File: config.mk
export PLATFORM = sky130hd
export DESIGN_NAME = cms_status_regs
export DESIGN_NICKNAME = d
export VERILOG_FILES = /design/src/hw/cms_pkg.sv /design/src/hw/cms_status_regs.sv
export SDC_FILE = /design/constraint.sdc
export NUM_CORES = 1
export LEC_CHECK = 0
export ABC_AREA = 1
export BUFFER_PORTS_ARGS = -buffer_cell sky130_fd_sc_hd__clkbuf_2
export CAP_MARGIN = 20
export CORE_MARGIN = 2
export CORE_UTILIZATION = 57
export DETAILED_ROUTE_END_ITERATION = 6
export HOLD_SLACK_MARGIN = 0.03
export PLACE_DENSITY = 0.82
export REMOVE_ABC_BUFFERS = 1
export SLEW_MARGIN = 20
export SYNTH_ARGS = -nofsm -noshare
export SYNTH_HDL_FRONTEND = slang
export SYNTH_SLANG_ARGS = --single-unit
File: constraint.sdc
create_clock -name clk_sys -period 1.55 [get_ports clk_sys]
set_input_delay 0.0775 -clock clk_sys [delete_from_list [all_inputs] [get_ports clk_sys]]
set_output_delay 0.0775 -clock clk_sys [all_outputs]
set_load 0.005 [all_outputs]
File: src/hw/cms_pkg.sv
/*
  Package for the clock, mute and pin status register bank.
  Assumes a byte-wide register port with page select supplied by the control port logic.
*/
package cms_pkg;
  // ****************************************
  // Register offsets and pages
  // ****************************************
  localparam logic [7:0] CMS_CLOCK_FAULT_STATUS_OFS = 8'h5F;
  localparam logic [7:0] CMS_ANALOG_MUTE_MONITOR_OFS = 8'h6C;
  localparam logic [7:0] CMS_PIN_LEVEL_STATUS_OFS = 8'h77;
  localparam logic [7:0] CMS_AUTO_MUTE_STATUS_OFS = 8'h78;
  localparam logic [7:0] CMS_OUTPUT_AMPLITUDE_SELECT_OFS = 8'h01;
  localparam logic [7:0] CMS_PAGE0 = 8'h00;
  localparam logic [7:0] CMS_PAGE1 = 8'h01;
  // ****************************************
  // Field positions
  // ****************************************
  localparam int CMS_LATCHED_HALT_BIT = 4;
  localparam int CMS_FRAME_BIT_ABSENT_BIT = 2;
  localparam int CMS_RESYNC_BIT = 1;
  localparam int CMS_CLOCK_ERROR_BIT = 0;
  localparam int CMS_LEFT_ANALOG_MUTE_BIT = 1;
  localparam int CMS_RIGHT_ANALOG_MUTE_BIT = 0;
  localparam int CMS_SERIAL_OUT_PIN_BIT = 5;
  localparam int CMS_MUTE_PIN_BIT = 4;
  localparam int CMS_LEFT_AUTO_MUTE_BIT = 4;
  localparam int CMS_RIGHT_AUTO_MUTE_BIT = 0;
  localparam int CMS_AMPLITUDE_TYPE_BIT = 0;
  // ****************************************
  // Reset values
  // ****************************************
  localparam logic [7:0] CMS_RW_RESET = 8'h00;
  localparam logic CMS_AMPLITUDE_TYPE_RESET = 1'b0;
  // Reserved read/write bits that store what the host writes
  localparam logic [7:0] CMS_CLOCK_FAULT_RW_MASK = 8'hE8;
  localparam logic [7:0] CMS_ANALOG_MUTE_RW_MASK = 8'hFC;
  localparam logic [7:0] CMS_PIN_LEVEL_RW_MASK = 8'hC0;
  localparam logic [7:0] CMS_AUTO_MUTE_RW_MASK = 8'hEE;
  // ****************************************
  // Carriers
  // ****************************************
  typedef struct packed {
    logic mclk_halt;
    logic frame_clock_missing;
    logic bit_clock_missing;
    logic resync_in_progress;
    logic clock_error;
  } cms_clock_flags_t;

  typedef struct packed {
    logic left_analog_unmuted;
    logic right_analog_unmuted;
    logic left_auto_muted;
    logic right_auto_muted;
  } cms_mute_flags_t;

  typedef struct packed {
    logic serial_data_output_pin;
    logic mute_pin;
  } cms_pin_levels_t;
endpackage

File: src/hw/cms_status_regs.sv
/*
  Clock fault, mute monitor, pin level and amplitude select register bank.
  Assumes the control port supplies page and offset, decoded here, and gives one-cycle read and write strobes;
  read data is presented the cycle after the read strobe.
*/
`timescale 1ns/10ps
`default_nettype none
// What this block does
// Bit 4 of the clock fault register latches a master clock halt until read, then clears on that read.
// Bit 2 of the clock fault register is one only while both frame and bit clocks are held low.
// Bit 1 of the clock fault register is one while clock resynchronization runs.
// Bit 0 of the clock fault register latches a clock error until read, then clears on that read.
// Analog mute monitor bits 1 and 0 show left and right analog mute, zero meaning muted.
// Bit 5 of the pin level register shows the level of the serial data output pin.
// Bit 4 of the pin level register shows the level of the mute pin.
// The host ignores the low four bits of the pin level register, which may vary.
// Auto mute bits 4 and 0 show left and right auto mute, one meaning auto muted.
// Page one register 1 bit 0 selects the amplitude type, zero constant reference, one supply proportional, reset zero.
// With supply proportional mode and the PLL on, the host programs clock dividers by hand.
// Reserved read/write fields reset to zero.
// The latched halt and error flags clear only on a read of their register, never on a write.
module cms_status_regs (
  input wire logic clk_sys,
  input wire logic rst,
  input wire logic [7:0] reg_page,
  input wire logic [7:0] reg_addr,
  input wire logic reg_rd,
  input wire logic reg_wr,
  input wire logic [7:0] reg_wdata,
  input wire cms_pkg::cms_clock_flags_t clock_flags,
  input wire cms_pkg::cms_mute_flags_t mute_flags,
  input wire cms_pkg::cms_pin_levels_t pin_levels,
  output logic [7:0] reg_rdata,
  output logic amplitude_type_select
);
  // ****************************************
  // Register state
  // ****************************************
  logic latched_halt_flag_q, latched_halt_flag_d;
  logic latched_clock_error_q, latched_clock_error_d;
  logic [7:0] rsvd_5f_q, rsvd_5f_d;
  logic [7:0] rsvd_6c_q, rsvd_6c_d;
  logic [7:0] rsvd_77_q, rsvd_77_d;
  logic [7:0] rsvd_78_q, rsvd_78_d;
  logic [7:0] p1_r1_q, p1_r1_d;
  logic [7:0] rdata_q, rdata_d;
  logic amp_sel_q;
  logic frame_bit_clock_absent;
  logic sel_5f, sel_6c, sel_77, sel_78, sel_p1;

  function automatic logic hit(input logic [7:0] page, input logic [7:0] addr,
                               input logic [7:0] want_page, input logic [7:0] want_addr);
    hit = (page == want_page) && (addr == want_addr);
  endfunction

  // ****************************************
  // Address decode
  // ****************************************
  always_comb begin
    sel_5f = hit(reg_page, reg_addr, cms_pkg::CMS_PAGE0, cms_pkg::CMS_CLOCK_FAULT_STATUS_OFS);
    sel_6c = hit(reg_page, reg_addr, cms_pkg::CMS_PAGE0, cms_pkg::CMS_ANALOG_MUTE_MONITOR_OFS);
    sel_77 = hit(reg_page, reg_addr, cms_pkg::CMS_PAGE0, cms_pkg::CMS_PIN_LEVEL_STATUS_OFS);
    sel_78 = hit(reg_page, reg_addr, cms_pkg::CMS_PAGE0, cms_pkg::CMS_AUTO_MUTE_STATUS_OFS);
    sel_p1 = hit(reg_page, reg_addr, cms_pkg::CMS_PAGE1, cms_pkg::CMS_OUTPUT_AMPLITUDE_SELECT_OFS);
    frame_bit_clock_absent = clock_flags.frame_clock_missing && clock_flags.bit_clock_missing;
  end

  // ****************************************
  // Next state
  // ****************************************
  always_comb begin
    latched_halt_flag_d = latched_halt_flag_q;
    latched_clock_error_d = latched_clock_error_q;
    // Read clears, but a new event in the same cycle survives
    if (reg_rd && sel_5f) begin
      latched_halt_flag_d = 1'b0;
      latched_clock_error_d = 1'b0;
    end
    if (clock_flags.mclk_halt) begin
      latched_halt_flag_d = 1'b1;
    end
    if (clock_flags.clock_error) begin
      latched_clock_error_d = 1'b1;
    end
    // Only reserved R/W fields and the page one register store; read-only bits are kept out by masks
    rsvd_5f_d = (reg_wr && sel_5f) ? (reg_wdata & cms_pkg::CMS_CLOCK_FAULT_RW_MASK) : rsvd_5f_q;
    rsvd_6c_d = (reg_wr && sel_6c) ? (reg_wdata & cms_pkg::CMS_ANALOG_MUTE_RW_MASK) : rsvd_6c_q;
    rsvd_77_d = (reg_wr && sel_77) ? (reg_wdata & cms_pkg::CMS_PIN_LEVEL_RW_MASK) : rsvd_77_q;
    rsvd_78_d = (reg_wr && sel_78) ? (reg_wdata & cms_pkg::CMS_AUTO_MUTE_RW_MASK) : rsvd_78_q;
    p1_r1_d = (reg_wr && sel_p1) ? reg_wdata : p1_r1_q;
    rdata_d = 8'h00;
    if (reg_rd) begin
      if (sel_5f) begin
        rdata_d = rsvd_5f_q;
        rdata_d[cms_pkg::CMS_LATCHED_HALT_BIT] = latched_halt_flag_q;
        rdata_d[cms_pkg::CMS_FRAME_BIT_ABSENT_BIT] = frame_bit_clock_absent;
        rdata_d[cms_pkg::CMS_RESYNC_BIT] = clock_flags.resync_in_progress;
        rdata_d[cms_pkg::CMS_CLOCK_ERROR_BIT] = latched_clock_error_q;
      end else if (sel_6c) begin
        rdata_d = rsvd_6c_q;
        rdata_d[cms_pkg::CMS_LEFT_ANALOG_MUTE_BIT] = mute_flags.left_analog_unmuted;
        rdata_d[cms_pkg::CMS_RIGHT_ANALOG_MUTE_BIT] = mute_flags.right_analog_unmuted;
      end else if (sel_77) begin
        // Low nibble reads zero here; the host must not rely on it
        rdata_d = rsvd_77_q;
        rdata_d[cms_pkg::CMS_SERIAL_OUT_PIN_BIT] = pin_levels.serial_data_output_pin;
        rdata_d[cms_pkg::CMS_MUTE_PIN_BIT] = pin_levels.mute_pin;
      end else if (sel_78) begin
        rdata_d = rsvd_78_q;
        rdata_d[cms_pkg::CMS_LEFT_AUTO_MUTE_BIT] = mute_flags.left_auto_muted;
        rdata_d[cms_pkg::CMS_RIGHT_AUTO_MUTE_BIT] = mute_flags.right_auto_muted;
      end else if (sel_p1) begin
        rdata_d = p1_r1_q;
      end
    end
  end

  // ****************************************
  // Registers
  // ****************************************
  always_ff @(posedge clk_sys or posedge rst) begin
    if (rst) begin
      latched_halt_flag_q <= 1'b0;
      latched_clock_error_q <= 1'b0;
      rsvd_5f_q <= cms_pkg::CMS_RW_RESET;
      rsvd_6c_q <= cms_pkg::CMS_RW_RESET;
      rsvd_77_q <= cms_pkg::CMS_RW_RESET;
      rsvd_78_q <= cms_pkg::CMS_RW_RESET;
      p1_r1_q <= cms_pkg::CMS_RW_RESET;
      rdata_q <= 8'h00;
      amp_sel_q <= cms_pkg::CMS_AMPLITUDE_TYPE_RESET;
    end else begin
      latched_halt_flag_q <= latched_halt_flag_d;
      latched_clock_error_q <= latched_clock_error_d;
      rsvd_5f_q <= rsvd_5f_d;
      rsvd_6c_q <= rsvd_6c_d;
      rsvd_77_q <= rsvd_77_d;
      rsvd_78_q <= rsvd_78_d;
      p1_r1_q <= p1_r1_d;
      rdata_q <= rdata_d;
      amp_sel_q <= p1_r1_d[cms_pkg::CMS_AMPLITUDE_TYPE_BIT];
    end
  end

  assign reg_rdata = rdata_q;
  assign amplitude_type_select = amp_sel_q;
endmodule
`default_nettype wire

==> key figures <==
Synthesis
  – Syn Inst Count: 255
  – Sequential area share after synthesis: 0.4442
  – Yosys top cell area share: 0.4442
  – Post-synthesis simple-gate area fraction: 0.3436
  – Syn. warnings: 0
  – Post-synthesis mux area share: 0.005552
  – Complex-gate fraction of the synthesized area: 0.1024
  – Post-synthesis xor/xnor area fraction: 0
  – Synth area leader: dfrtp_1
  – Ranking of synthesized cells by area: dfrtp_1 (44%), nand2_1 (11%), inv_1 (6.3%)
  – Fraction of registers with async set/reset: 1.000
  – Dominant synthesized flop cell: dfrtp_1
  – Post-Synth Adder-Cell Area: 0
  – Largest family of logic cells by synthesized area: simple AND/OR/NAND/NOR gates
  – Synth Area per Inst: 7.954 um2
  – EDFF count, synth: 0
  – Count of cell types in the netlist: 27
  – Seq cells post-synth: 36
  – Synthesized area: 2028 um2

Die
  – Die width: approximately 64 um
  – Die Footprint: 4051 um2
  – Die extent in y: around 64 um
  – Core Box Area: 3390 um2
  – Io pins: 48
  – Std cell rows: 21
  – Initial Util: 0.5984

Status
  – Status: finished clean

Worst setup path
  – Crit-path cells: clkbuf_2, nor2_1, nand2_2, nor2_4, buf_4, nand3_2, nand2_1, o21ai_1
  – Crit path max-delay family: simple AND/OR/NAND/NOR gates
  – CP arrival: 1320 ps
  – CP Launch Type: input port
  – R2R Setup Slk: 670 ps
  – Crit end category: register
  – CP Data Required Time: 1780 ps
  – Setup CP Type: in2reg
  – Worst path bufs/invs: 2
  – CP max stage cell: nor2_4
  – Worst-path fanout max: 12
  – Reg-to-reg startpoint: rsvd_6c_q[6]$_DFFE_PP0P_
  – FF-to-FF End: reg_rdata[6]$_DFF_PP0_
  – FF-to-FF path depth: 6
  – Critical path's largest stage delay: 260 ps

Clock tree
  – Postcts setup bufs: 0
  – Root Buffer: clkbuf_4
  – CTS buffer count: 5
  – Clk sink count: 36
  – H-tree levels: 2
  – Maximum clock insertion buffer count: 2
  – TritonCTS clock tree: done
  – Reg clk slew, reported paths: 110 ps
  – Worst-Skew Late Latency: 350 ps

Hold path
  – Hold Path End: rsvd_78_q[5]$_DFFE_PP0P_
  – HP Class: in2reg
  – Hold path start: reg_wdata[5]
  – Hold Path Stages: 3

Global route
  – Initial antenna violation count: 0
  – Grt ovf: 0
  – Vias in the first global route: 1765
  – First-pass GRT wire length: approximately 7700 um
  – Largest net degree at the start of global routing: 37
  – Gr usage total: 0.2459

Place
  – I/O Buffers: 47
  – GPL Wtd Cong: ~0.91
  – Dpl ws: 99.95 ps
  – DP HPWL: 3191 um

Timing
  – Slew Limit Fails: 0
  – Final hold violations: 0
  – PnR worst setup slack: 461.0 ps
  – Worst-margin pin slew: 431.5 ps
  – Worst slew margin: 0.7123
  – Final Hold Slack: 43.24 ps
  – Minimum clock period after layout: 1089 ps
  – Final setup fails: 0
  – Unrepaired setup endpoints after global routing: false
  – Tcrit/Tclk final: 0.7026
  – FMAX: 918.3 MHz
  – Post-route clock skew: 9.880 ps
  – Sum Neg Setup Slack: 0 ps

Drt
  – Final wirelength: 4351 um
  – Initial DRC count: about 110
  – Average vias per placed instance: 5.066
  – Routed vias: approximately 1800
  – DRC: 0
  – Final antenna-violating net count: 0
  – 1st-pass router iterations: 4
  – Wirelength per Cell: roughly 12 um

Flow run
  – Max Cap Viol: 0

Finish
  – Multi-input gate area: 915.9 um2
  – Layout cell share with drive strength beyond 1: 0.2713
  – Diodes inserted: 0
  – Area grow syn2layout: 23.01%
  – Filler cell count: 272
  – Reg area: 900.9 um2
  – Fin nets: 355

Power
  – Leakage: 0.001310 uW
  – Max rail drop VDD: between 0.5 and 0.6 mV
  – P per Cell Area: 834.6 nW/um2
## sequential cells by signal, summed over array words and instances (netlist names)
signal	cells
reg_rdata	8
rsvd_77_q	2
rsvd_5f_q	4
rsvd_78_q	6
latched_halt_flag_q	1
latched_clock_error_q	1
p1_r1_q	8
rsvd_6c_q	6
## worst reg2reg max path, cell delays in order, from the launching register on
cell	delay [ps]
dfrtp_1	400
inv_1	60
nand4_1	90
nand3_1	90
nor2_1	40
nand2_1	60
nand2_1	50
## placed cells by master, fill, tap and decap left out
cell / n
a21oi_1: 3
and2_1: 2
and3_1: 1
buf_4: 7
bufinv_16: 3
clkbuf_2: 47
clkbuf_4: 5
clkinv_1: 1
dfrtp_1: 36
dlygate4sd3_1: 7
inv_1: 34
inv_2: 1
mux2_1: 1
nand2_1: 59
nand2_2: 1
nand3_1: 22
nand3_2: 6
nand3_4: 1
nand4_1: 9
nand4_2: 2
nor2_1: 26
nor2_2: 2
nor2_4: 5
nor3_1: 3
o21ai_0: 10
o21ai_1: 15
o21ai_2: 6
o21bai_1: 2
## kinds of logic (layout without fill, tap and decap cells)
group           count (synthesis)  count (layout)
flops                          36              36
simple gates                  139             139
mux                             1               1
compound gates                 36              36
buf+inv                        43             105
## final cells by class
type | instances | area share
clock buffers | 5 | 0.01505
flip-flops and latches | 36 | 0.3611
repair buffers | 61 | 0.1434
well taps | 46 | 0.02307
inverters | 36 | 0.05416
multi-input cells | 176 | 0.3671
clock inverters | 3 | 0.03611
## synthesized netlist by cell type (3+ instances only)
master and instances:
nor2_4 5, dfrtp_1 36, nand3_1 22, nand3_2 6
o21ai_2 6, a21oi_1 3, nand4_1 9, nand2_1 59
nor3_1 3, o21ai_1 15, inv_1 34, nor2_1 26
o21ai_0 10
## stage by stage
stage / total power (uW) / instance area (um2) / utilization / cells
6_report: 2082 / 2495 / 0.7361 / 363
5_1_grt: 2171 / 2495 / 0.7361 / 363
4_1_cts: 2102 / 2495 / 0.7361 / 363
3_5_place_dp: 1101 / 2297 / 0.6777 / 348
3_3_place_gp: 1099 / 2297 / 0.6777 / 348
2_1_floorplan: 1027 / 1952 / - / 248
## power breakdown
| group | total, uW | internal [uW] | switching, uW |
|---|---|---|---|
| Combinational | 157 | 65.7 | 91.1 |
| Sequential | 939 | 939 | 0.140 |
| Clock | 986 | 664 | 322 |
## worst max-delay path by stage
stage / from / to / slack, ps / cells after the start
after floorplan: reg_page[7] / rsvd_78_q[1]$_DFFE_PP0P_ / 170 / 6
after global placement: reg_page[7] / reg_rdata[1]$_DFF_PP0_ / 140 / 10
after detailed placement: reg_page[7] / rsvd_6c_q[4]$_DFFE_PP0P_ / 100 / 8
after CTS: reg_page[7] / rsvd_6c_q[4]$_DFFE_PP0P_ / 460 / 8
after global routing: reg_page[7] / reg_rdata[2]$_DFF_PP0_ / 280 / 9
final: reg_page[7] / rsvd_6c_q[4]$_DFFE_PP0P_ / 460 / 8
## layer usage
layer,track usage,vias to the layer above,wire (um)
met5,0,-,0
met4,0.08152,0,58
met3,0.06071,6,243
met2,0.4092,53,2107
met1,0.3132,825,1943
li1,-,955,-
## what timing repair did
action | 4_1_cts | 5_1_grt
hold buffers | 7 | 0
gates resized for setup | 0 | 0
endpoints found under the hold margin | 46 | 0
(Power assumes the default switching activity.)
